===== src/aipd_defs.svh =====
`ifndef AIPD_DEFS_SVH
`define AIPD_DEFS_SVH

// ----------------------------------------
// record byte offsets
// ----------------------------------------
`define AIPD_OFF_IRQ 4'h0
`define AIPD_OFF_CONV 4'h1
`define AIPD_OFF_MODE0 4'h2
`define AIPD_OFF_MODE3 4'h5
`define AIPD_OFF_LIM0_UP 4'h6
`define AIPD_OFF_LIM0_LO 4'h8
`define AIPD_OFF_LIM2_UP 4'hA
`define AIPD_OFF_LIM2_LO 4'hC
`define AIPD_REC_LEN 4'hE

// ----------------------------------------
// field positions
// ----------------------------------------
`define AIPD_DIAG_BIT 6
`define AIPD_PROC_BIT 7
`define AIPD_IRQ_MASK 8'hC0
`define AIPD_RANGE_LSB 0
`define AIPD_TYPE_LSB 4

// ----------------------------------------
// reset values
// ----------------------------------------
`define AIPD_RST_IRQ 8'h00
`define AIPD_RST_CONV 8'hAA
`define AIPD_RST_MODE 8'h19
`define AIPD_RST_UP 16'h7FFF
`define AIPD_RST_LO 16'h8000

// ----------------------------------------
// measuring type codes
// ----------------------------------------
`define AIPD_TYPE_VOLT 4'h1
`define AIPD_TYPE_CUR4 4'h2
`define AIPD_TYPE_CUR2 4'h3
`define AIPD_TYPE_RES4 4'h4

// ----------------------------------------
// count scaling
// ----------------------------------------
`define AIPD_NOM_CNT 16'd27648
`define AIPD_OVR_END 20'sd32511
`define AIPD_UND_BIP (-20'sd32512)
`define AIPD_UND_UNI (-20'sd4864)
`define AIPD_SAT_HI 16'h7FFF
`define AIPD_SAT_LO 16'h8000

// ----------------------------------------
// conversion times (us) and clock rate
// ----------------------------------------
`define AIPD_CLK_MHZ 125
`define AIPD_T400_US 2.5e3
`define AIPD_T60_US 16.6e3
`define AIPD_T50_US 20.0e3
`define AIPD_T10_US 100.0e3

`endif


===== src/aipd_pkg.sv =====
package aipd_pkg;

  // range class of a pair's type/range combination
  typedef enum logic [3:0] {
    AIPD_KIND_BAD = 4'h1,
    AIPD_KIND_BIP = 4'h2,
    AIPD_KIND_UNI = 4'h4,
    AIPD_KIND_RES = 4'h8
  } aipd_kind_t;

  // raw sample from the converter, full nominal scale = +/-2^16
  typedef struct packed {
    logic [2:0] ch;
    logic signed [17:0] raw;
  } aipd_sample_t;

  // scaled measurement word
  typedef struct packed {
    logic [2:0] ch;
    logic [15:0] value;
  } aipd_meas_t;

  typedef struct packed {
    logic [7:0] irq_en;
    logic [7:0] conv;
    logic [3:0][7:0] mode;
    logic [3:0][15:0] lim;
    logic [7:0] rd_data;
    logic wr_reject;
    logic meas_valid;
    aipd_meas_t meas;
    logic proc_irq;
    logic [1:0] outside;
    logic [3:0][23:0] cnt;
    logic [3:0] tick;
  } aipd_state_t;

endpackage


===== src/aipd_top.sv =====
`timescale 1ns/1ps
`include "aipd_defs.svh"

// How it works
// - byte 0 bit6 diag, bit7 process enable
// - byte 1 two-bit conversion time per pair
// - bytes 2-5 pair mode, range low nibble
// - channel 0 upper and lower limit words
// - channel 2 upper and lower limit words
// - type 0001b voltage with listed range codes
// - bipolar ranges scale to plus/minus 27648
// - 1-5 V range scales 0..27648, -4864 under
// - type 0010b four-wire current range codes
// - unipolar current scales 0..27648, -4864 under
// - type 0011b two-wire 4-20 mA only
// - type 0100b resistance, never negative counts
// - limit pass on ch0/ch2 raises process interrupt
// - beyond overdrive 7FFFh, below underdrive 8000h (0000h for resistance)
module aipd_top #(
  parameter int T400_CYC = int'(`AIPD_T400_US * `AIPD_CLK_MHZ),
  parameter int T60_CYC = int'(`AIPD_T60_US * `AIPD_CLK_MHZ),
  parameter int T50_CYC = int'(`AIPD_T50_US * `AIPD_CLK_MHZ),
  parameter int T10_CYC = int'(`AIPD_T10_US * `AIPD_CLK_MHZ)
) (
  input wire logic CLK, // module clock
  input wire logic RST, // async reset, high
  input wire logic WR_EN, // record byte write strobe
  input wire logic [3:0] WR_ADDR, // record byte index
  input wire logic [7:0] WR_DATA, // record byte value
  output logic WR_REJECT, // pulse: mode write refused
  input wire logic RD_EN, // record byte read strobe
  input wire logic [3:0] RD_ADDR, // record byte index
  output logic [7:0] RD_DATA, // read byte, next cycle
  output logic DIAG_IRQ_EN, // diagnostic interrupt enabled
  output logic PROC_IRQ_EN, // process interrupt enabled
  output logic [7:0] CONV_SEL, // conversion time codes
  output logic [31:0] PAIR_MODE, // four pair mode bytes
  output logic [3:0] CONV_TICK, // pulse: pair period elapsed
  input wire logic SMP_VALID, // raw sample strobe
  input aipd_pkg::aipd_sample_t SMP, // raw sample
  output logic MEAS_VALID, // pulse: scaled word ready
  output aipd_pkg::aipd_meas_t MEAS, // scaled word
  output logic PROC_IRQ // pulse: limit passed
);

  // ----------------------------------------
  // helpers
  // ----------------------------------------

  // classify a mode byte; anything unlisted is refused
  function automatic aipd_pkg::aipd_kind_t kind_of(input logic [7:0] m);
    logic [3:0] t;
    logic [3:0] r;
    aipd_pkg::aipd_kind_t k;
    t = m[`AIPD_TYPE_LSB +: 4];
    r = m[`AIPD_RANGE_LSB +: 4];
    k = aipd_pkg::AIPD_KIND_BAD;
    case (t)
      `AIPD_TYPE_VOLT:
      begin
        if (r == 4'h7)
          k = aipd_pkg::AIPD_KIND_UNI;
        else if ((r >= 4'h1 && r <= 4'h6) || r == 4'h9)
          k = aipd_pkg::AIPD_KIND_BIP;
      end
      `AIPD_TYPE_CUR4:
      begin
        if (r == 4'h0 || r == 4'h1 || r == 4'h4)
          k = aipd_pkg::AIPD_KIND_BIP;
        else if (r == 4'h2 || r == 4'h3)
          k = aipd_pkg::AIPD_KIND_UNI;
      end
      `AIPD_TYPE_CUR2:
      begin
        if (r == 4'h3)
          k = aipd_pkg::AIPD_KIND_UNI;
      end
      `AIPD_TYPE_RES4:
      begin
        if (r == 4'h2 || r == 4'h4 || r == 4'h6)
          k = aipd_pkg::AIPD_KIND_RES;
      end
      default:
      begin
        k = aipd_pkg::AIPD_KIND_BAD;
      end
    endcase
    return k;
  endfunction

  // cycles of one conversion period for a two-bit code
  function automatic logic [23:0] period_of(input logic [1:0] sel);
    logic [23:0] p;
    case (sel)
      2'b00: p = 24'(T400_CYC);
      2'b01: p = 24'(T60_CYC);
      2'b10: p = 24'(T50_CYC);
      default: p = 24'(T10_CYC);
    endcase
    return p;
  endfunction

  // ----------------------------------------
  // state
  // ----------------------------------------
  aipd_pkg::aipd_state_t st;
  aipd_pkg::aipd_state_t next_st;

  logic [1:0] pair;
  aipd_pkg::aipd_kind_t kind;
  logic signed [34:0] prod;
  logic signed [19:0] scaled;
  logic signed [19:0] under;
  logic [15:0] value;
  logic lim_ch;
  logic [0:0] lim_idx;
  logic out_now;
  logic [3:0] lk;

  // ----------------------------------------
  // next-state logic
  // ----------------------------------------
  always_comb
  begin
    next_st = st;
    next_st.wr_reject = 1'b0;
    next_st.meas_valid = 1'b0;
    next_st.proc_irq = 1'b0;
    next_st.tick = 4'h0;
    lk = 4'h0;

    // record byte writes; index past the record is dropped
    if (WR_EN && WR_ADDR < `AIPD_REC_LEN)
    begin
      if (WR_ADDR == `AIPD_OFF_IRQ)
        next_st.irq_en = WR_DATA & `AIPD_IRQ_MASK;
      else if (WR_ADDR == `AIPD_OFF_CONV)
        next_st.conv = WR_DATA;
      else if (WR_ADDR <= `AIPD_OFF_MODE3)
      begin
        // refused combination keeps the pair's old mode
        if (kind_of(WR_DATA) == aipd_pkg::AIPD_KIND_BAD)
          next_st.wr_reject = 1'b1;
        else
          next_st.mode[2'(WR_ADDR - `AIPD_OFF_MODE0)] = WR_DATA;
      end
      else
      begin
        // limit words: even byte is the high byte
        lk = 4'(WR_ADDR - `AIPD_OFF_LIM0_UP) >> 1;
        if (WR_ADDR[0] == 1'b0)
          next_st.lim[lk[1:0]][15:8] = WR_DATA;
        else
          next_st.lim[lk[1:0]][7:0] = WR_DATA;
      end
    end

    // register read-back, one cycle late
    if (RD_EN)
    begin
      if (RD_ADDR == `AIPD_OFF_IRQ)
        next_st.rd_data = st.irq_en;
      else if (RD_ADDR == `AIPD_OFF_CONV)
        next_st.rd_data = st.conv;
      else if (RD_ADDR <= `AIPD_OFF_MODE3)
        next_st.rd_data = st.mode[2'(RD_ADDR - `AIPD_OFF_MODE0)];
      else if (RD_ADDR < `AIPD_REC_LEN)
      begin
        lk = 4'(RD_ADDR - `AIPD_OFF_LIM0_UP) >> 1;
        next_st.rd_data = RD_ADDR[0] ? st.lim[lk[1:0]][7:0] : st.lim[lk[1:0]][15:8];
      end
      else
        next_st.rd_data = 8'h00;
    end

    // per-pair conversion period counters
    for (int i = 0; i < 4; i++)
    begin
      if (st.cnt[i] >= period_of(st.conv[2*i +: 2]) - 24'h000001)
      begin
        next_st.cnt[i] = 24'h000000;
        next_st.tick[i] = 1'b1;
      end
      else
        next_st.cnt[i] = st.cnt[i] + 24'h000001;
    end

    // scaling of one sample to its count word
    pair = SMP.ch[2:1];
    kind = kind_of(st.mode[pair]);
    prod = 35'(SMP.raw) * $signed({19'h00000, `AIPD_NOM_CNT});
    scaled = {prod[34], prod[34:16]};
    case (kind)
      aipd_pkg::AIPD_KIND_UNI: under = `AIPD_UND_UNI;
      aipd_pkg::AIPD_KIND_RES: under = 20'sd0;
      default: under = `AIPD_UND_BIP;
    endcase
    if (scaled > `AIPD_OVR_END)
      value = `AIPD_SAT_HI;
    else if (scaled < under)
      value = (kind == aipd_pkg::AIPD_KIND_RES) ? 16'h0000 : `AIPD_SAT_LO;
    else
      value = scaled[15:0];

    // limit watch on channels 0 and 2 only
    lim_ch = (SMP.ch == 3'h0) || (SMP.ch == 3'h2);
    lim_idx = SMP.ch[1];
    out_now = ($signed(value) > $signed(st.lim[{lim_idx, 1'b0}])) ||
              ($signed(value) < $signed(st.lim[{lim_idx, 1'b1}]));

    if (SMP_VALID)
    begin
      next_st.meas_valid = 1'b1;
      next_st.meas.ch = SMP.ch;
      next_st.meas.value = value;
      if (lim_ch)
      begin
        // fire only on entering the out-of-limit state
        next_st.outside[lim_idx] = out_now;
        if (out_now && !st.outside[lim_idx] && st.irq_en[`AIPD_PROC_BIT])
          next_st.proc_irq = 1'b1;
      end
    end
  end

  // ----------------------------------------
  // registers
  // ----------------------------------------
  always_ff @(posedge CLK or posedge RST)
  begin
    if (RST)
    begin
      st <= '0;
      st.irq_en <= `AIPD_RST_IRQ;
      st.conv <= `AIPD_RST_CONV;
      st.mode <= {4{`AIPD_RST_MODE}};
      st.lim <= {`AIPD_RST_LO, `AIPD_RST_UP, `AIPD_RST_LO, `AIPD_RST_UP};
    end
    else
      st <= next_st;
  end

  // ----------------------------------------
  // outputs, all straight from flops
  // ----------------------------------------
  assign WR_REJECT = st.wr_reject;
  assign RD_DATA = st.rd_data;
  assign DIAG_IRQ_EN = st.irq_en[`AIPD_DIAG_BIT];
  assign PROC_IRQ_EN = st.irq_en[`AIPD_PROC_BIT];
  assign CONV_SEL = st.conv;
  assign PAIR_MODE = st.mode;
  assign CONV_TICK = st.tick;
  assign MEAS_VALID = st.meas_valid;
  assign MEAS = st.meas;
  assign PROC_IRQ = st.proc_irq;

endmodule


===== config.mk =====
export PLATFORM = sky130hd
export DESIGN_NAME = aipd_top
export DESIGN_NICKNAME = d
export VERILOG_FILES = /design/src/aipd_pkg.sv /design/src/aipd_top.sv
export VERILOG_INCLUDE_DIRS = /design/src /design/src/src
export SDC_FILE = /design/constraint.sdc
export NUM_CORES = 1
export LEC_CHECK = 0
export ABC_CLOCK_PERIOD_IN_PS = 25600
export BUFFER_PORTS_ARGS = -buffer_cell sky130_fd_sc_hd__buf_2
export CAP_MARGIN = 20
export CORE_UTILIZATION = 55
export CTS_CLUSTER_DIAMETER = 50
export DETAILED_ROUTE_END_ITERATION = 12
export PLACE_DENSITY = 0.82
export SLEW_MARGIN = 10
export SYNTH_ARGS = -nofsm -noshare
export SYNTH_HDL_FRONTEND = slang
export SYNTH_SLANG_ARGS = --single-unit
export TNS_END_PERCENT = 20

===== constraint.sdc =====
create_clock -name CLK -period 25.6 [get_ports CLK]
set_input_delay 5.12 -clock CLK [delete_from_list [all_inputs] [get_ports CLK]]
set_output_delay 5.12 -clock CLK [all_outputs]
set_load 0.05 [all_outputs]

# After elaboration in Yosys (flattened, before gate mapping)
# Index checks and enable logic that the tools add are counted.
# word_totals
regBits,238
output_inout_bits,76
# classes
addsub,12
multipliers,1
order_cmp,27
eq_ne,36
mux,72
n_bitwise,4
reduce_logical,37
# op_table
operator,n
24-bit case mux with 3 select lines,4
16-bit two-way mux,9
64-bit bitwise mux,2
24-bit by 1-bit adder with 24-bit output (second input constant),4
24-bit greater-or-equal comparator,4
24-bit two-way mux,4
24-bit by 1-bit subtractor with 24-bit output (second input constant),4
8-bit two-way mux,9
16-bit demux with 2-bit select,2
64-bit two-way mux,1
20-bit case mux with 2 select lines,1
4-bit by 3-bit == test with 1-bit output (second input constant),9
16-bit binary-select mux with 2-bit select,1
8-bit binary-select mux with 2-bit select,2
32-bit bitwise mux,1
4-bit by 2-bit == test with 1-bit output (second input constant),8
4-bit case mux with 4 select lines,2
4-bit by 1-bit == test with 1-bit output (second input constant),7
3-bit two-way mux,9
18-bit by 6-bit multiplier with 24-bit output (second input constant),1
4-bit two-way mux,6
23-bit two-way mux,1
2-bit by 3-bit < comparator with 1-bit output (second input constant),7
18-bit by 20-bit < comparator with 1-bit output,1
other kinds (31),90

# Longest topological paths before layout
# depth
depth_word,20
mapped_depth,33
depth_no_buf,33

# Worst setup path after synthesis
# Ideal clock, no wire load.
# synth_path
path_kind,in2reg
start,input SMP[12] in the netlist's numbering
end,register st[100] in the netlist's numbering
setup_ns,0.077
arrival_time_ns,11.202
required_time_ns,25.523
slack_ns,14.321
stages,31
n_path_buf,1
cell_sequence,ha_1 > inv_1 > fa_1 > fa_1 > inv_1 > ha_1 > buf_4 > a21oi_1 > o21ai_0 > o22ai_1 > a21oi_1 > a21oi_1 > xor2_1 > inv_1 > ha_1 > a21o_1 > a211oi_1 > nor2b_1 > a32o_1 > a21o_1 > o21ai_0 > ha_1 > a21o_1 > a21o_1 > a211oi_1 > nor2_1 > or3_1 > a21oi_1 > mux2_2 > a311oi_2 > a21oi_1
# synth_between
elab_chain_cells,7
# synth_rtl
element,line_no,rtl
start: declaration,aipd_top.sv:40,"input aipd_pkg::aipd_sample_t SMP,"
18-bit by 6-bit multiplier with 24-bit output *,aipd_top.sv:191,"prod = 35'(SMP.raw) * $signed({19'h00000, `AIPD_NOM_CNT});"
18-bit by 20-bit < comparator with 1-bit output,aipd_top.sv:200,else if (scaled < under)
16-bit two-way mux,aipd_top.sv:200,
16-bit two-way mux *,aipd_top.sv:198,if (scaled > `AIPD_OVR_END)
named net value[9],aipd_top.sv:114,logic [15:0] value;
16-bit > comparator / 16-bit < comparator (equally long branches),"aipd_top.sv:208, aipd_top.sv:209",
1-bit logical OR *,aipd_top.sv:208,"out_now = ($signed(value) > $signed(st.lim[{lim_idx, 1'b0}])) ||"
2-bit bitwise mux *,aipd_top.sv:219,next_st.outside[lim_idx] = out_now;
end signal: assignment,aipd_top.sv:240,st <= next_st;
end: declaration,aipd_top.sv:106,aipd_pkg::aipd_state_t st;
# The timed path passes the listed nets; every way through them passes the cells marked *.
# A chain may end at the register's enable or synchronous reset.

# Final worst setup path
# layout_path
start,input SMP[16] in the netlist's numbering
end,register st[100] in the netlist's numbering
# Same word-level chain as after synthesis.

==> reports/qor.txt <==
CP Buf/Inv Count - 4
Met3 Wirelength - 2600 µm
Family with the most delay on the worst path - compound AO/OA/AOI/OAI gates
Max_slew headroom - 35.3%
Ports - 118
Fillers - 2457
Final non-filler cell total - 2131
GR Util All Layers - 25.4%
Avg Cell Area, Syn - 10.2 µm²
Clock-pin slew on the worst setup and hold paths - 0.06 ns
Post-route cell area - 18500 µm²
Clock Tree Buf Depth - 3
Cell taking the most area after synthesis - dfrtp_1
Storage element area - 6020 µm²
DR iter-0 viols - 1037
GPL Wtd Cong - 0.911
Starting density of the core - 55.8%
Yosys reg bits - 238
1st-pass router iterations - 12
# setup viols final - 0
Total power - 1.56 mW
DP HPWL - 30500 µm
WL met2 - 19400 µm
Crit path time final - 11.80 ns
Power Dens Cells - 84.3 nW/µm²
Seq/Total Area, Yosys - 35.2%
Layout area overhead - 8.20%
# nets final - 1968
CP startpoint kind - input port
Hold bufs inserted after CTS - 0
Number of buffers created by CTS - 28
Post-synth ARST share - 100%
Pin count of the biggest net entering global routing - 94
Multi-input gate area in the final layout - 9880 µm²
Outcome - complete, but fails checks
Dpl cells - 2077
Die W - 178 µm
Crit-path max cell delay - 0.52 ns
Req. time, crit path - 26.07 ns
Final period util - 46.1%
First-pass GRT wire length - 64800 µm
Vias in the first global route - 12700
Yosys warns - 0
Synthesized cell area - 17100 µm²
Initial antenna violation count - 3
Layout cells sized above 1 - 21.6%
Crit Path Class - input port to register
Gr ovfl total - 0
Core area - 30600 µm²
Synth unique cells - 69
# Post-CTS Setup Buffers - 0
Top FF cell, synth - dfrtp_1
Most frequent cells after synthesis - 190 x dfrtp_1, 186 x ha_1, 185 x nor2_1
CTS sink count - 238
Residual DRC - 1
Antenna viol nets, final - 0
RSZ-0062 raised after global routing - false
Die Area - 31700 µm²
Vias per cell - 5.97
Max Used Layer - met5
Worst hold path class - register to register
Final Slew Violations - 0
Via count - 12700
Placed Area - 17500 µm²
Most used cell, CP - a21oi_1
Most common cell in the synthesized netlist - dfrtp_1
Arrival time at the worst endpoint - 12.27 ns
Total Neg Setup Slack - 0 ns
IO Port Bufs - 117
DR WL/cell - 18.8 µm
FMAX - 84.7 MHz
CTS root buffer - clkbuf_16
Post-Syn Nets - 1934
CTS tree - built
Synthesized instance count - 1677
Failing checks - design-rule violations
Crit. End Element - register
Insertion delay to the later sink of the worst-skew pair - 0.54 ns
Pleak - 9.04 nW
Fin. Hold Viols - 0
Count of flip-flops with a built-in enable after synthesis - 0
Row count - 64
Total wire length - 40100 µm
Post-CTS sizing - 0
CP max FO - 10
Max Cap Violations - 0
H-tree levels - 1
Slew at the pin closest to its max-slew limit - 0.970 ns
Post-synth top area share - 27.8%
Met1 WL - 17000 µm
Vert. Die Dim - 178 µm
Layout Skew - 0.0184 ns
Area contributors post-synth - dfrtp_1 28%, ha_1 14%, mux2_2 7.8%, dfstp_2 7.4%, nor2_1 4.1%
Slowest stage cell on the critical path - fa_1
Maximum VDD drop - 0.0480 mV
[routing by layer]
| layer | up-vias | global-route usage, % |
|---|---|---|
| met3 | 79 | 5.22 |
| li1 | 5920 | - |
| met5 | - | 0 |
| met4 | 2 | 8.05 |
| met2 | 395 | 42.5 |
| met1 | 6328 | 33.0 |
[power by group]
part | switching (mW) | internal, mW | total (mW)
logic | 0.412 | 0.259 | 0.671
registers | 0.0433 | 0.435 | 0.478
clock network | 0.163 | 0.245 | 0.408
[worst paths after layout]
kind                                from      end  depth (start not counted)  slack, ns
max                              SMP[16]  st[100]                         31      13.80
min                               st[76]   st[76]                          1       0.48
max reg2reg                PAIR_MODE[21]  st[100]                         22      19.85
min reg2reg                       st[76]   st[76]                          1       0.48
max in group asynchronous            RST   st[63]                          3      19.50
min in group asynchronous            RST   st[48]                          2       4.68
[worst reg2reg max path, cell delays in order, from the launching register on]
cell,delay (ns)
dfrtp_1,0.41
mux4_2,0.52
nand3b_1,0.18
a21oi_1,0.16
nand4b_1,0.38
ha_1,0.46
a21o_1,0.19
a21o_1,0.19
a211oi_1,0.33
nor2b_1,0.19
a32o_1,0.21
a21o_1,0.26
o21ai_0,0.19
ha_1,0.37
a21o_1,0.19
a21o_1,0.17
a211oi_1,0.27
nor2_1,0.10
or3_1,0.37
a21oi_1,0.14
mux2_2,0.16
a311oi_2,0.05
a21oi_1,0.17
[registers in the layout, indices dropped and copies added (netlist names)]
signal       flops
CONV_SEL         8
CONV_TICK        4
DIAG_IRQ_EN      1
MEAS            19
MEAS_VALID       1
PAIR_MODE       32
PROC_IRQ         1
PROC_IRQ_EN      1
RD_DATA          8
WR_REJECT        1
st             162
[through the flow]
| step | setup WS (ns) | hold WS, ns | utilization (%) |
|---|---|---|---|
| 2_1_floorplan | 14.03 | 0.448 | - |
| 3_3_place_gp | 13.71 | 0.466 | 57.2 |
| 3_5_place_dp | 13.38 | 0.478 | 57.2 |
| 4_1_cts | 13.92 | 0.486 | 60.4 |
| 5_1_grt | 13.29 | 0.497 | 60.4 |
| 6_report | 13.80 | 0.484 | 60.4 |
[cell usage in the layout, fill, tap and decap left out, types with 10 or more instances in the layout]
master       n
o21a_1      14
mux2i_1     36
nor2_1     185
a221oi_1    13
ha_1       186
a21oi_1     51
dfstp_2     48
nand2_1     73
o21ai_0     44
fa_1        29
and2_1      10
xor2_1      65
nand4_1     31
xnor2_1     46
a31oi_1     11
mux2_2     118
a21o_1      35
nor2b_1     10
inv_1      121
clkbuf_16   29
mux4_2      19
dfrtp_1    190
buf_2      117
and3_1      25
nand3_1     54
[layout make-up]
class	count	share of cell area [%]
sequential	238	32.6
clock inverter	15	0.820
inverter	122	2.52
tap	396	2.68
clock buffer	37	4.42
antenna	2	0.0271
multi-input combinational	1196	53.5
timing repair buffer	125	3.49
[cells by family (layout without fill, tap and decap cells)]
| group | Yosys count | after routing | share of synthesized area (%) |
|---|---|---|---|
| and+or+nand+nor | 452 | 452 | 12.6 |
| AOI/OAI and AO/OA | 244 | 244 | 9.89 |
| buffers and inverters | 243 | 299 | 7.02 |
| DFF | 238 | 238 | 35.2 |
| adders and majority gates | 215 | 215 | 17.0 |
| muxes | 174 | 174 | 12.5 |
| xor gates and xnor gates | 111 | 111 | 5.69 |
| other | 0 | 2 | 0 |
Power figures use the tool's default switching activity.
